### src/rtl/nvpot_regs.svh
`ifndef NVPOT_REGS_SVH
`define NVPOT_REGS_SVH

// ****************************************************************
// Register map, reset values and timing.
// ****************************************************************
`define NVPOT_WIPER_ADDR    8'h00
`define NVPOT_CTRL_ADDR     8'h02
`define NVPOT_WIPER_RST     8'h40
`define NVPOT_CTRL_RST      8'h00
`define NVPOT_MODE_BIT      7
`define NVPOT_SLAVE_BASE    5'h0a
`define NVPOT_CLK_PERIOD_NS 10
`define NVPOT_PROG_TIME_NS  10000000
`define NVPOT_PROG_CYCLES   (`NVPOT_PROG_TIME_NS / `NVPOT_CLK_PERIOD_NS)
`define NVPOT_RECALL_CYCLES 2

`endif

### src/rtl/nvpot_pkg.sv
package nvpot_pkg;

  // ****************************************************************
  // Types shared by the bank and its storage.
  // ****************************************************************
  typedef enum logic [5:0] {
    NVPOT_IDLE   = 6'b00_0001,
    NVPOT_RECV   = 6'b00_0010,
    NVPOT_ACK    = 6'b00_0100,
    NVPOT_SEND   = 6'b00_1000,
    NVPOT_MACK   = 6'b01_0000,
    NVPOT_IGNORE = 6'b10_0000
  } nvpot_state_e;

  // Conditions seen on the synchronised serial pins in one cycle.
  typedef struct packed {
    logic start;
    logic stop;
    logic rise;
    logic fall;
    logic sda;
  } nvpot_bus_s;

  typedef logic [6:0] nvpot_wiper_t;

endpackage

### src/rtl/nvpot_nvmem.sv
`timescale 1ns/10ps

`include "nvpot_regs.svh"

// ****************************************************************
// Nonvolatile initial position storage.
// ****************************************************************
module nvpot_nvmem
  import nvpot_pkg::*;
#(
  parameter int WIDTH = 7
) (
  input  wire logic             clock,
  input  wire logic             clock_en,
  input  wire logic             wr_en,
  input  wire logic [WIDTH-1:0] wr_data,
  input  wire logic             rd_en,
  output logic      [WIDTH-1:0] rd_data_q
);

  // Factory content; this cell is not touched by the reset on purpose.
  // It is set where it is declared, because only the program process may write it.
  logic [WIDTH-1:0] cell_q = WIDTH'(`NVPOT_WIPER_RST);

  // Program the cell.
  always_ff @(posedge clock) begin
    if (clock_en && wr_en) begin
      cell_q <= wr_data;
    end
  end

  // Registered read port.
  always_ff @(posedge clock) begin
    if (clock_en && rd_en) begin
      rd_data_q <= cell_q;
    end
  end

endmodule // nvpot_nvmem

### src/rtl/nvpot_bank.sv
`timescale 1ns/10ps

`include "nvpot_regs.svh"

// Summary of operation
// Power-up copies stored value into wiper.
// Wiper register at 00h, default 40h.
// Control register at 02h holds mode.
// Reads of 00h return wiper register.
// Mode one writes wiper only, no programming.
// Toggling mode leaves wiper and storage alone.
// Control register resets to 00h.
// Tap is wiper value 0 to 127.
// Base write address byte is 50h.
// Each select pin sets one address bit.
// Programming starts only at STOP.
// Recall delay runs from reset to recall.
// Works at standard and fast bus rates.
// Wiper updates at ack, repeated START skips programming.
// No address ack while programming.
// Mismatched address ignored until next START.
// Second byte is pointer, reads use pointer.
// Mode is bit 7, others reserved zero.
// Wiper MSB ignored, unmapped reads zero.
module nvpot_bank
  import nvpot_pkg::*;
#(
  parameter int PROG_CYCLES = `NVPOT_PROG_CYCLES
) (
  input  wire logic  clock,
  input  wire logic  clock_en,
  input  wire logic  rst,
  input  wire logic  scl_in,
  input  wire logic  sda_in,
  output logic       sda_out,
  output logic       sda_oe,
  input  wire logic  addr_select_low_bit,
  input  wire logic  addr_select_high_bit,
  output logic [6:0] wiper_tap,
  output logic       eeprom_busy,
  output logic       recall_done
);

  // ****************************************************************
  // Declarations.
  // ****************************************************************
  logic [2:0]   scl_sync_q;
  logic [2:0]   sda_sync_q;
  logic [1:0]   asel_lo_q;
  logic [1:0]   asel_hi_q;
  nvpot_bus_s   bus;
  nvpot_state_e state_q;
  logic [3:0]   bitcnt_q;
  logic [7:0]   shreg_q;
  logic [1:0]   idx_q;
  logic         rw_q;
  logic [7:0]   ptr_q;
  nvpot_wiper_t wiper_q;
  logic         mode_q;
  logic         pend_q;
  logic         busy_q;
  logic [31:0]  prog_cnt_q;
  logic [1:0]   recall_cnt_q;
  logic         recall_q;
  logic         mem_wr;
  logic         mem_rd;
  nvpot_wiper_t mem_rd_data;
  logic [6:0]   slave_addr;
  logic         byte_done;
  logic [7:0]   rd_word;

  // Register read decode; anything unmapped reads as zero.
  function automatic logic [7:0] reg_read(input logic [7:0] addr,
                                          input nvpot_wiper_t wiper,
                                          input logic mode);
    logic [7:0] data;
    data = 8'h00;
    if (addr == `NVPOT_WIPER_ADDR) begin
      data = {1'b0, wiper};
    end else if (addr == `NVPOT_CTRL_ADDR) begin
      data = {mode, 7'h00};
    end
    return data;
  endfunction

  // ****************************************************************
  // Pin synchronisers and bus condition detection.
  // ****************************************************************

  // Two flops before use; the third holds the previous settled level.
  always_ff @(posedge clock) begin
    if (rst) begin
      scl_sync_q <= 3'h7;
      sda_sync_q <= 3'h7;
      asel_lo_q  <= 2'h0;
      asel_hi_q  <= 2'h0;
    end else if (clock_en) begin
      scl_sync_q <= {scl_sync_q[1:0], scl_in};
      sda_sync_q <= {sda_sync_q[1:0], sda_in};
      asel_lo_q  <= {asel_lo_q[0], addr_select_low_bit};
      asel_hi_q  <= {asel_hi_q[0], addr_select_high_bit};
    end
  end

  // Sampling at 10 ns resolves any bus rate up to 400 kHz.
  assign bus.start = scl_sync_q[1] & scl_sync_q[2] & sda_sync_q[2] & ~sda_sync_q[1];
  assign bus.stop  = scl_sync_q[1] & scl_sync_q[2] & ~sda_sync_q[2] & sda_sync_q[1];
  assign bus.rise  = scl_sync_q[1] & ~scl_sync_q[2];
  assign bus.fall  = ~scl_sync_q[1] & scl_sync_q[2];
  assign bus.sda   = sda_sync_q[1];

  assign slave_addr = {`NVPOT_SLAVE_BASE, asel_hi_q[1], asel_lo_q[1]};
  assign byte_done  = (bitcnt_q == 4'h8) && bus.fall;
  assign rd_word    = reg_read(ptr_q, wiper_q, mode_q);

  // ****************************************************************
  // Serial slave state machine.
  // ****************************************************************

  // Byte framing, acknowledge and data return.
  always_ff @(posedge clock) begin
    if (rst) begin
      state_q  <= NVPOT_IDLE;
      bitcnt_q <= 4'h0;
      shreg_q  <= 8'h00;
      idx_q    <= 2'h0;
      rw_q     <= 1'b0;
      sda_oe   <= 1'b0;
    end else if (clock_en) begin
      if (bus.start) begin
        state_q  <= NVPOT_RECV;
        bitcnt_q <= 4'h0;
        idx_q    <= 2'h0;
        sda_oe   <= 1'b0;
      end else if (bus.stop) begin
        state_q <= NVPOT_IDLE;
        sda_oe  <= 1'b0;
      end else begin
        case (state_q)
          NVPOT_RECV: begin
            if (bus.rise && bitcnt_q < 4'h8) begin
              shreg_q  <= {shreg_q[6:0], bus.sda};
              bitcnt_q <= bitcnt_q + 4'h1;
            end else if (byte_done) begin
              if (idx_q != 2'h0) begin
                state_q <= NVPOT_ACK;
                sda_oe  <= 1'b1;
              end else if (shreg_q[7:1] == slave_addr && !busy_q && !recall_q) begin
                state_q <= NVPOT_ACK;
                sda_oe  <= 1'b1;
                rw_q    <= shreg_q[0];
              end else begin
                state_q <= NVPOT_IGNORE;
              end
            end
          end
          NVPOT_ACK: begin
            if (bus.fall) begin
              bitcnt_q <= 4'h0;
              if (idx_q != 2'h2) begin
                idx_q <= idx_q + 2'h1;
              end
              if (rw_q) begin
                // Reads come from the pointer, not from a sent address.
                shreg_q <= rd_word;
                sda_oe  <= ~rd_word[7];  // A one is sent by letting go of the line.
                state_q <= NVPOT_SEND;
              end else begin
                sda_oe  <= 1'b0;
                state_q <= NVPOT_RECV;
              end
            end
          end
          NVPOT_SEND: begin
            if (bus.fall) begin
              if (bitcnt_q == 4'h7) begin
                sda_oe  <= 1'b0;
                state_q <= NVPOT_MACK;
              end else begin
                shreg_q  <= {shreg_q[6:0], 1'b0};
                sda_oe   <= ~shreg_q[6];
                bitcnt_q <= bitcnt_q + 4'h1;
              end
            end
          end
          NVPOT_MACK: begin
            // A master NACK ends the read; the slave stays off the bus.
            if (bus.rise && bus.sda) begin
              state_q <= NVPOT_IGNORE;
            end else if (bus.fall) begin
              shreg_q  <= rd_word;
              sda_oe   <= ~rd_word[7];
              bitcnt_q <= 4'h0;
              state_q  <= NVPOT_SEND;
            end
          end
          NVPOT_IDLE, NVPOT_IGNORE: begin
            sda_oe <= 1'b0;
          end
          default: begin
            state_q <= NVPOT_IDLE;
            sda_oe  <= 1'b0;
          end
        endcase
      end
    end
  end

  // ****************************************************************
  // Register bank.
  // ****************************************************************

  // Pointer, wiper and control; a data write commits after its ack.
  always_ff @(posedge clock) begin
    if (rst) begin
      ptr_q   <= 8'h00;
      wiper_q <= nvpot_wiper_t'(`NVPOT_WIPER_RST);
      mode_q  <= 1'(`NVPOT_CTRL_RST >> `NVPOT_MODE_BIT);
    end else if (clock_en) begin
      if (recall_q && recall_cnt_q == 2'h0) begin
        wiper_q <= mem_rd_data;
      end else if (state_q == NVPOT_ACK && bus.fall && !rw_q && !bus.start) begin
        if (idx_q == 2'h1) begin
          ptr_q <= shreg_q;
        end else if (idx_q == 2'h2) begin
          if (ptr_q == `NVPOT_WIPER_ADDR) begin
            wiper_q <= shreg_q[6:0];
          end else if (ptr_q == `NVPOT_CTRL_ADDR) begin
            // Only the mode flag is stored; nothing else moves.
            mode_q <= shreg_q[`NVPOT_MODE_BIT];
          end
        end
      end
    end
  end

  // ****************************************************************
  // Nonvolatile programming and power-up recall.
  // ****************************************************************

  // Pending flag: a wiper write in mode zero waits for the closing STOP.
  always_ff @(posedge clock) begin
    if (rst) begin
      pend_q <= 1'b0;
    end else if (clock_en) begin
      if (bus.start || bus.stop) begin
        pend_q <= 1'b0;
      end else if (state_q == NVPOT_ACK && bus.fall && !rw_q && idx_q == 2'h2 &&
                   ptr_q == `NVPOT_WIPER_ADDR && !mode_q) begin
        pend_q <= 1'b1;
      end
    end
  end

  assign mem_wr = bus.stop && pend_q;

  // Programming interval; the device stays silent on the bus throughout.
  always_ff @(posedge clock) begin
    if (rst) begin
      busy_q     <= 1'b0;
      prog_cnt_q <= 32'h0000_0000;
    end else if (clock_en) begin
      if (mem_wr) begin
        busy_q     <= 1'b1;
        prog_cnt_q <= 32'(PROG_CYCLES - 1);
      end else if (busy_q) begin
        if (prog_cnt_q == 32'h0000_0000) begin
          busy_q <= 1'b0;
        end else begin
          prog_cnt_q <= prog_cnt_q - 32'h0000_0001;
        end
      end
    end
  end

  // Recall sequencer: read request held two cycles; the wiper takes the registered data in the second.
  always_ff @(posedge clock) begin
    if (rst) begin
      recall_q     <= 1'b1;
      recall_cnt_q <= 2'(`NVPOT_RECALL_CYCLES - 1);
    end else if (clock_en && recall_q) begin
      if (recall_cnt_q == 2'h0) begin
        recall_q <= 1'b0;
      end else begin
        recall_cnt_q <= recall_cnt_q - 2'h1;
      end
    end
  end

  assign mem_rd = recall_q;

  nvpot_nvmem #(
    .WIDTH (7)
  ) u_nvmem (
    .clock     (clock),
    .clock_en  (clock_en),
    .wr_en     (mem_wr),
    .wr_data   (wiper_q),
    .rd_en     (mem_rd),
    .rd_data_q (mem_rd_data)
  );

  // ****************************************************************
  // Registered outputs.
  // ****************************************************************

  // The tap select follows the wiper value directly, 0 to 127.
  always_ff @(posedge clock) begin
    if (rst) begin
      wiper_tap   <= 7'h00;
      eeprom_busy <= 1'b0;
      recall_done <= 1'b0;
      sda_out     <= 1'b0;
    end else if (clock_en) begin
      wiper_tap   <= wiper_q;
      eeprom_busy <= busy_q;
      recall_done <= ~recall_q;
      sda_out     <= 1'b0;
    end
  end

endmodule // nvpot_bank

### config.mk
export PLATFORM = sky130hd
export DESIGN_NAME = nvpot_bank
export DESIGN_NICKNAME = d
export VERILOG_FILES = /design/src/rtl/nvpot_pkg.sv /design/src/rtl/nvpot_nvmem.sv /design/src/rtl/nvpot_bank.sv
export VERILOG_INCLUDE_DIRS = /design/src /design/src/rtl
export SDC_FILE = /design/constraint.sdc
export NUM_CORES = 1
export LEC_CHECK = 0
export ABC_AREA = 0
export BUFFER_PORTS_ARGS = -buffer_cell sky130_fd_sc_hd__buf_4
export CAP_MARGIN = 0
export CORE_MARGIN = 5
export CORE_UTILIZATION = 60
export CTS_BUF_LIST = sky130_fd_sc_hd__clkbuf_8
export DETAILED_ROUTE_END_ITERATION = 8
export GPL_ROUTABILITY_DRIVEN = 0
export PLACE_DENSITY = 0.73
export SYNTH_ARGS = -nofsm -noshare
export SYNTH_HDL_FRONTEND = slang
export SYNTH_SLANG_ARGS = --single-unit
### constraint.sdc
create_clock -name clock -period 5.8 [get_ports clock]
set_clock_uncertainty 0.15 [all_clocks]
set_input_delay 1.16 -clock clock [delete_from_list [all_inputs] [get_ports clock]]
set_output_delay 1.16 -clock clock [all_outputs]
set_load 0.03 [all_outputs]
==> key figures, run 1 <==
Outcome
  – Status: complete, no violations

Pwr
  – Leak Pwr: 2.10 nW
  – Max VDD drop: 0.000114 V
  – Power Dens Cells: 251 nW/um2
  – Total power: 1.37 mW

Timing
  – # setup viols final: 0
  – Final Worst Setup Slack: 2.37 ns
  – RSZ-0062 raised after global routing: no
  – Tcrit/Tclk final: 0.592
  – Period minus WS final: 3.43 ns
  – Max frequency: 0.291 GHz
  – Final slew viol count: 0
  – Actual slew at the worst max-slew pin: 1.03 ns
  – Hold Fails Final Rpt: 0
  – Setup TNS: 0 ns
  – Slew HR: 0.311

Clock network
  – CTS resizes: 0
  – H-tree depth: 3
  – Clk slew on worst S/H paths: 0.11 ns
  – Clk_lat worst skew: 0.37 ns
  – Clock Tree Buf Depth: 2
  – TritonCTS Buffers: 9
  – Post-CTS Setup Inserts: 0
  – CTS tree: done
  – Clock Sinks: 108
  – Hold-fix buffers, CTS: 0
  – CTS Root Cell: clkbuf_8

Global route
  – Busiest grt layer: met2
  – Largest net degree at the start of global routing: 65
  – Met1 Use GR: 0.303
  – Total GRT Usage: 0.225
  – GR met2 Demand/Resource: 0.364
  – Gr ovfl total: 0
  – Vias in the first global route: 3833
  – Met3 GRT Util: 0.0487
  – Initial antenna violation count: 0
  – First-pass GRT wire length: 18.8 mm

Critical path
  – Worst-path cell chain: nand2_1, nor3b_1, nand3_1, a2111oi_0, xnor2_1, nor2_1
  – CP arrival: 3.53 ns
  – Critical path buffers and inverters: 0
  – Worst Path Class, Setup: reg2reg
  – CP delay by family, top: simple AND/OR/NAND/NOR gates
  – CP required: 5.89 ns
  – CP endpoint kind: flop
  – Worst-path maximum fanout: 27
  – Slowest CP cell: nand3_1
  – CP peak stage delay: 0.86 ns
  – Critical Path Source Type: flop

Place
  – Port bufs: 16
  – DP Wirelength: 7.69 mm
  – Pre-CTS setup slack: 1.94 ns

Routing
  – Detailed Routing Iterations Pass 1: 4
  – ANT nets after route: 0
  – Post-DR wirelength/cell: 16.8 um
  – DR vias/cell: 6.14
  – DRC: 0
  – Routed WL: 11.2 mm
  – Via count: 4100
  – Drt initial violations: 165

Synthesis
  – Largest family of logic cells by synthesized area: simple AND/OR/NAND/NOR gates
  – Seq/Total Area, Yosys: 0.446
  – Adder-Cell Fraction of Synth Area: 0.0194
  – Main flop type after synthesis: dfxtp_1
  – Seq cells post-synth: 108
  – Synth Area in XOR/XNOR: 0.0594
  – Syn_area_per_cell: 9.15 um2
  – Mapped Cells: 564
  – Post-synth ARST share: 0
  – Mux cell area share after synthesis: 0.0602
  – Simple-gate share of the synthesized area: 0.238
  – Compound-Gate Fraction of Synth Area: 0.136
  – Mapped Nets: 579
  – Number of synthesized flops with an enable pin: 14
  – Post-Synthesis Cell Area: 5160 um2
  – YS warnings: 0
  – Yosys cell types: 67

Die
  – Die Area: 10600 um2
  – CORE AREA: 8300 um2
  – Die Y: 103 um
  – Ports: 18
  – Die Width: 103 um
  – Initial Util: 0.622
  – Rows: 33

Final layout
  – Area grow syn2layout: 5.99%
  – Highest-count cells in the layout ignoring fill and taps: 94 x dfxtp_1, 70 x nor2_1, 51 x nand2_1, 31 x mux2i_1, 30 x a21oi_1
  – Share of cells above drive strength 1: 0.0835
  – FILL cells: 719
  – # diodes: 0
  – Net count, final: 573
  – Most common cell after layout, fill and taps aside: dfxtp_1

Hold path
  – Worst hold path type: reg2reg

Job
  – Max Cap Viol: 0
metrics by stage:
stage | utilization | hold WS [ns] | instances | cell area, um2
5_1_grt | 0.659 | 0.289 | 668 | 5470
2_1_floorplan | - | 0.250 | 564 | 5160
3_3_place_gp | 0.633 | 0.251 | 652 | 5260
3_5_place_dp | 0.633 | 0.255 | 652 | 5260
4_1_cts | 0.659 | 0.271 | 668 | 5470
6_report | 0.659 | 0.267 | 668 | 5470
worst register-to-register path, delay by kind of cell (launching register included):
| family | cells | cell delay, ns |
|---|---|---|
| xor gates and xnor gates | 1 | 0.20 |
| DFF | 1 | 0.54 |
| and+or+nand+nor | 4 | 1.61 |
| AOI/OAI and AO/OA | 1 | 0.83 |
cell families after synthesis:
logic type / Yosys count
simple gates: 236
flops: 108
mux: 31
compound gates: 98
buf+inv: 47
xor+xnor: 35
fa+ha+maj: 8
other cells: 1
registers in the layout, summed over array words and instances, names as in the netlist, 2 cells and up:
register,count
scl_sync_q,3
shreg_q,8
idx_q,2
prog_cnt_q,32
wiper_q,7
asel_hi_q,2
ptr_q,8
u_nvmem.cell_q,7
recall_cnt_q,2
u_nvmem.rd_data_q,7
state_q,6
asel_lo_q,2
sda_sync_q,3
wiper_tap,7
bitcnt_q,4
cells in the mapped netlist, drive strengths merged, types with 3 or more instances:
cell | count | area, um2
or2 | 3 | 18.8
a21oi | 31 | 159
nand3b | 3 | 22.5
or4 | 7 | 60.1
mux2i | 31 | 310
nor3b | 4 | 30.0
a2111oi | 9 | 85.1
inv | 14 | 52.6
dfxtp | 94 | 1880
nor3 | 13 | 70.1
edfxtp | 14 | 420
nand4 | 9 | 56.3
nand2 | 51 | 191
nand3 | 18 | 90.1
nor2b | 5 | 31.3
ha | 8 | 100
nor4 | 14 | 109
a31oi | 4 | 25.0
clkbuf | 23 | 86.3
xor2 | 6 | 52.6
and3 | 6 | 37.5
a311oi | 15 | 131
nand4b | 5 | 43.8
xnor2 | 29 | 254
buf | 10 | 66.3
nor2 | 70 | 263
a211oi | 8 | 65.1
or3 | 7 | 48.8
nand2b | 5 | 31.3
o21ai | 10 | 50.1
and2 | 8 | 50.1
a21o | 3 | 22.5
power breakdown:
part | total [mW] | internal [mW] | leakage [nW] | switching, mW
clock network | 0.473 | 0.207 | 0.102 | 0.266
registers | 0.797 | 0.778 | 0.892 | 0.0190
logic | 0.104 | 0.0359 | 1.11 | 0.0686
total | 1.37 | 1.02 | 2.10 | 0.353
per-layer routing:
layer / routed length, um / vias to the layer above
li1: - / 2019
met2: 5420 / 89
met5: 0 / -
met1: 5120 / 1975
met4: 150 / 0
met3: 512 / 17
path summary, 6_finish.rpt:
path | end | cells past startpoint | startpoint | slack [ns]
min reg2reg | u_nvmem.rd_data_q[4] | 0 | u_nvmem.cell_q[4] | 0.27
min | u_nvmem.rd_data_q[4] | 0 | u_nvmem.cell_q[4] | 0.27
max reg2reg | prog_cnt_q[23] | 6 | scl_sync_q[1] | 2.37
max | prog_cnt_q[23] | 6 | scl_sync_q[1] | 2.37
final cells by class:
class                   instances  area, um2  share of cell area
multi-input cells             409       2650               0.485
well taps                     105        131              0.0240
repair buffers                 16        120              0.0220
inverters                      14       52.6             0.00961
flip-flops and latches        108       2300               0.421
clock buffers                   9        124              0.0227
clock inverters                 7       86.3              0.0158
(Power assumes the default switching activity.)
==> run 2, diff against run 1 <==
CORE_UTILIZATION = 58   (was 60)
PLACE_DENSITY = 0.74   (was 0.73)
clock period = 2.8 ns   (was 5.8 ns; I/O delays follow)
==> key figures, run 2 (synthesis results as in run 1) <==
Die
  – Die Y: 104 um
  – Initial Util: 0.594
  – Rows: 34
  – Die Width: 104 um
  – Die Area: 10900 um2
  – Ports: 18
  – CORE AREA: 8680 um2

Critical path
  – R2R cell count: 6
  – Worst-path maximum fanout: 7
  – Worst Path Class, Setup: reg2reg
  – Slowest CP cell: nor4_1
  – CP required: 2.93 ns
  – CP arrival: 2.69 ns
  – CP peak stage delay: 0.62 ns
  – CP endpoint kind: flop
  – Worst-path cell chain: nor4_1, o311ai_0, o21ai_0, a211oi_2, and2_0, a311oi_1
  – Critical Path Source Type: flop

Global route
  – Gr ovfl total: 0
  – Vias in the first global route: 4078
  – Initial antenna violation count: 0
  – First-pass GRT wire length: 20.0 mm
  – Largest net degree at the start of global routing: 39
  – Total GRT Usage: 0.220

Pwr
  – Total power: 2.80 mW
  – Leak Pwr: 2.20 nW
  – Combinational Power Share: 0.084
  – Clk pwr share: 0.328
  – Max VDD drop: 0.000404 V
  – Cell internal pwr: 2.04 mW
  – Switching share of power: 0.272
  – Power Dens Cells: 498 nW/um2
  – Sequential group share of total power: 0.588
  – Psw: 0.763 mW

Routing
  – Drt initial violations: 239
  – Routed WL: 11.9 mm
  – DR vias/cell: 6.21
  – Via count: 4294
  – ANT nets after route: 0
  – DRC: 0
  – Detailed Routing Iterations Pass 1: 5
  – Post-DR wirelength/cell: 17.2 um

Timing
  – # setup viols final: 0
  – RSZ-0062 raised after global routing: no
  – Max frequency: 0.391 GHz
  – Hold Fails Final Rpt: 0
  – Actual slew at the worst max-slew pin: 0.649 ns
  – Tcrit/Tclk final: 0.913
  – Slew HR: 0.563
  – Setup TNS: 0 ns
  – Final slew viol count: 0
  – Period minus WS final: 2.56 ns

Clock network
  – Clk_lat worst skew: 0.38 ns
  – Clock Sinks: 108
  – CTS Root Cell: clkbuf_8
  – Post-CTS Setup Inserts: 0
  – H-tree depth: 3
  – Clock Tree Buf Depth: 2
  – Clk slew on worst S/H paths: 0.11 ns
  – TritonCTS Buffers: 9
  – CTS tree: done

Hold path
  – Worst hold path type: in2reg
  – Worst Hold Path Cells: 3

Final layout
  – Biggest register: prog_cnt_q
  – Largest registers: prog_cnt_q: 32 flops, ptr_q: 8 flops, shreg_q: 8 flops
  – # diodes: 0
  – Highest-count cells in the layout ignoring fill and taps: 94 x dfxtp_1, 70 x nor2_1, 51 x nand2_1, 36 x buf_4, 31 x mux2i_1
  – Net count, final: 594
  – Area grow syn2layout: 9.14%
  – Final core utilization: 0.649
  – Most common cell after layout, fill and taps aside: dfxtp_1
  – Share of cells above drive strength 1: 0.120
  – Max FFs per register: 32

Place
  – DP Wirelength: 8.26 mm
  – Port bufs: 16

Outcome
  – Status: complete, no violations

Job
  – Max Cap Viol: 0
## run 2: cell count changes in the layout (fill, tap and decap cells not counted)
cell	previous run	this run
buf_12	0	1
buf_4	16	36
bufinv_16	1	0
clkinv_1	1	0
clkinvlp_4	1	2
inv_6	1	2
nor4b_1	2	1
nor4b_2	0	1
## run 2: layer usage
layer | share of wire | GRT usage
met1 | 0.44 | 0.290
met2 | 0.49 | 0.366
met3 | 0.062 | 0.0503
met4 | 0.014 | 0.0564
met5 | 0 | 0
## run 2: repair_timing
item	CTS	global route
endpoints found under the setup margin	0	2
hold buffers	0	0
resized for setup	0	1
## run 2: final timing paths
check / to / slack [ns] / startpoint
max: shreg_q[5] / 0.24 / state_q[5]
min: sda_sync_q[0] / 0.25 / sda_in
max reg2reg: shreg_q[5] / 0.24 / state_q[5]
min reg2reg: u_nvmem.rd_data_q[0] / 0.28 / u_nvmem.cell_q[0]
## run 2: power by group through the flow
| stage | sequential [mW] | clock (mW) | combinational [mW] |
|---|---|---|---|
| CTS | 1.65 | 0.943 | 0.237 |
| floorplan | 1.68 | 0 | 0.163 |
| global route | 1.65 | 1.01 | 0.264 |
| finish | 1.65 | 0.919 | 0.236 |
| detailed placement | 1.68 | 0 | 0.234 |
| global placement | 1.68 | 0 | 0.225 |
## run 2: worst max-delay path: cells and delay by family (launching register included)
family / cells / cell delay (ns)
AOI/OAI and AO/OA: 4 / 1.02
DFF: 1 / 0.39
and+or+nand+nor: 2 / 0.92
## run 2: per-stage QoR
step	setup slack, ns	instance area, um2	std cells	hold WS, ns
6_report	0.243	5630	692	0.248
2_1_floorplan	0.380	5160	564	0.250
3_5_place_dp	0.293	5430	676	0.255
5_1_grt	0.0915	5630	692	0.241
3_3_place_gp	0.403	5430	676	0.251
4_1_cts	0.254	5620	692	0.236
## run 2: final cells by class
type                       count  area (um2)
timing repair buffer          37         290
clock inverter                 7        68.8
multi-input combinational    409        2660
tap                          108         135
clock buffer                   9         124
fill                         740        3050
sequential                   108        2300
inverter                      14        52.6
==> run 3, diff against run 2 <==
CORE_UTILIZATION = 55   (was 58)
PLACE_DENSITY = 0.71   (was 0.74)
==> key figures, run 3 (synthesis results as in run 1) <==
Timing
  – Setup TNS: 0 ns
  – Actual slew at the worst max-slew pin: 0.637 ns
  – Max frequency: 0.386 GHz
  – # setup viols final: 0
  – Final slew viol count: 0
  – RSZ-0062 raised after global routing: no
  – Hold Fails Final Rpt: 0
  – Period minus WS final: 2.59 ns
  – Tcrit/Tclk final: 0.924
  – Slew HR: 0.570

Global route
  – Initial antenna violation count: 0
  – Vias in the first global route: 4138
  – Gr ovfl total: 0
  – First-pass GRT wire length: 20.0 mm
  – Largest net degree at the start of global routing: 47
  – Total GRT Usage: 0.219

Hold path
  – Worst Hold Path Cells: 3
  – Hold Path Sink: scl_sync_q[0]
  – Hold_sp: scl_in
  – Worst hold path type: in2reg

Critical path
  – R2R cell count: 6
  – RR Endpoint: bitcnt_q[3]
  – Setup slack, reg-to-reg: 0.21 ns
  – R2r startpoint: state_q[3]
  – Critical Path Source Type: flop
  – CP delay by family, top: simple AND/OR/NAND/NOR gates
  – Worst Path Class, Setup: reg2reg
  – CP required: 2.96 ns
  – Critical path buffers and inverters: 0
  – Worst-path maximum fanout: 8
  – CP arrival: 2.75 ns
  – CP peak stage delay: 0.50 ns
  – CP endpoint kind: flop
  – Slowest CP cell: nor4b_1
  – Worst-path cell chain: nor4b_1, nand3_1, o21ai_0, and4_1, or3b_2, a211oi_1

Die
  – Die Area: 11400 um2
  – CORE AREA: 9200 um2
  – Ports: 18
  – Rows: 35
  – Die Y: 107 um
  – Initial Util: 0.561
  – Die Width: 107 um

Final layout
  – Most common cell after layout, fill and taps aside: dfxtp_1
  – Biggest register: prog_cnt_q
  – # diodes: 0
  – Net count, final: 596
  – Fin cells: 697
  – FILL cells: 821
  – Largest registers: prog_cnt_q: 32 flops, ptr_q: 8 flops, shreg_q: 8 flops
  – Area grow syn2layout: 9.17%
  – Highest-count cells in the layout ignoring fill and taps: 94 x dfxtp_1, 70 x nor2_1, 51 x nand2_1, 39 x buf_4, 31 x mux2i_1
  – Max FFs per register: 32
  – Share of cells above drive strength 1: 0.121

Clock network
  – Clock Sinks: 108
  – CTS Root Cell: clkbuf_8
  – CTS tree: done
  – Clock Tree Buf Depth: 2
  – Post-CTS Setup Inserts: 0
  – Clk slew on worst S/H paths: 0.11 ns
  – H-tree depth: 3
  – Clk_lat worst skew: 0.38 ns
  – TritonCTS Buffers: 9

Routing
  – Metal-1 WL: 5.35 mm
  – Post-DR wirelength/cell: 17.1 um
  – Routed WL: 11.9 mm
  – ANT nets after route: 0
  – DRC: 0
  – Via count: 4252
  – Top Layer Used: met4
  – WL met3: 540 um
  – DR vias/cell: 6.10
  – Met2 WL: 5.81 mm
  – Detailed Routing Iterations Pass 1: 5
  – Drt initial violations: 338

Place
  – DP Wirelength: 8.23 mm
  – Cell total after placement: 681
  – Port bufs: 16

Pwr
  – Leak Pwr: 2.20 nW
  – Power Dens Cells: 493 nW/um2
  – Max VDD drop: 0.000337 V

Job
  – Max Cap Viol: 0

Outcome
  – Status: complete, no violations
[run 3: layer usage]
metal / up-vias / GRT usage
met5: - / 0
met4: 0 / 0.0749
met3: 19 / 0.0397
met2: 118 / 0.362
met1: 2046 / 0.288
li1: 2069 / -
[run 3: worst max path at each step]
stage                   startpoint              to  cells past startpoint  slack (ns)
floorplan           prog_cnt_q[22]  prog_cnt_q[14]                      8        0.38
global placement        state_q[5]      wiper_q[5]                      6        0.38
detailed placement      state_q[5]      wiper_q[3]                      6        0.26
CTS                     state_q[5]      wiper_q[3]                      6        0.25
global route            state_q[3]      shreg_q[4]                      6        0.05
finish                  state_q[3]     bitcnt_q[3]                      6        0.21
[run 3: power breakdown]
| group | switching [mW] | total (mW) | internal [mW] |
|---|---|---|---|
| Sequential | 0.0348 | 1.65 | 1.61 |
| Clock | 0.558 | 0.896 | 0.339 |
| Combinational | 0.152 | 0.236 | 0.0835 |
| Total | 0.745 | 2.78 | 2.03 |
[run 3: layout make-up]
class                   instances  area (um2)  share of cell area
repair buffers                 39         293              0.0520
inverters                      14        52.6             0.00933
flip-flops and latches        108        2300               0.409
clock inverters                 7        56.3              0.0100
multi-input cells             409        2670               0.473
clock buffers                   9         124              0.0220
well taps                     111         139              0.0247
[run 3: timing repair]
action	in CTS	in global routing
hold buffers	0	0
gates resized for setup	0	2
endpoints found under the setup margin	0	5
[run 3: tightest hold or removal path, delay by kind of cell]
kind	cells	cell delay (ns)
buffers and inverters	1	0.08
AND/OR/NAND/NOR	1	0.06
multiplexers	1	0.05
[run 3: through the flow]
step	hold slack, ns	total power, mW	utilization	setup slack, ns	cell area, um2
3_3_place_gp	0.256	1.90	0.591	0.378	5440
5_1_grt	0.231	2.91	0.612	0.0464	5630
3_5_place_dp	0.256	1.91	0.591	0.256	5440
2_1_floorplan	0.250	1.84	-	0.380	5160
6_report	0.237	2.78	0.612	0.212	5630
4_1_cts	0.224	2.81	0.611	0.250	5620
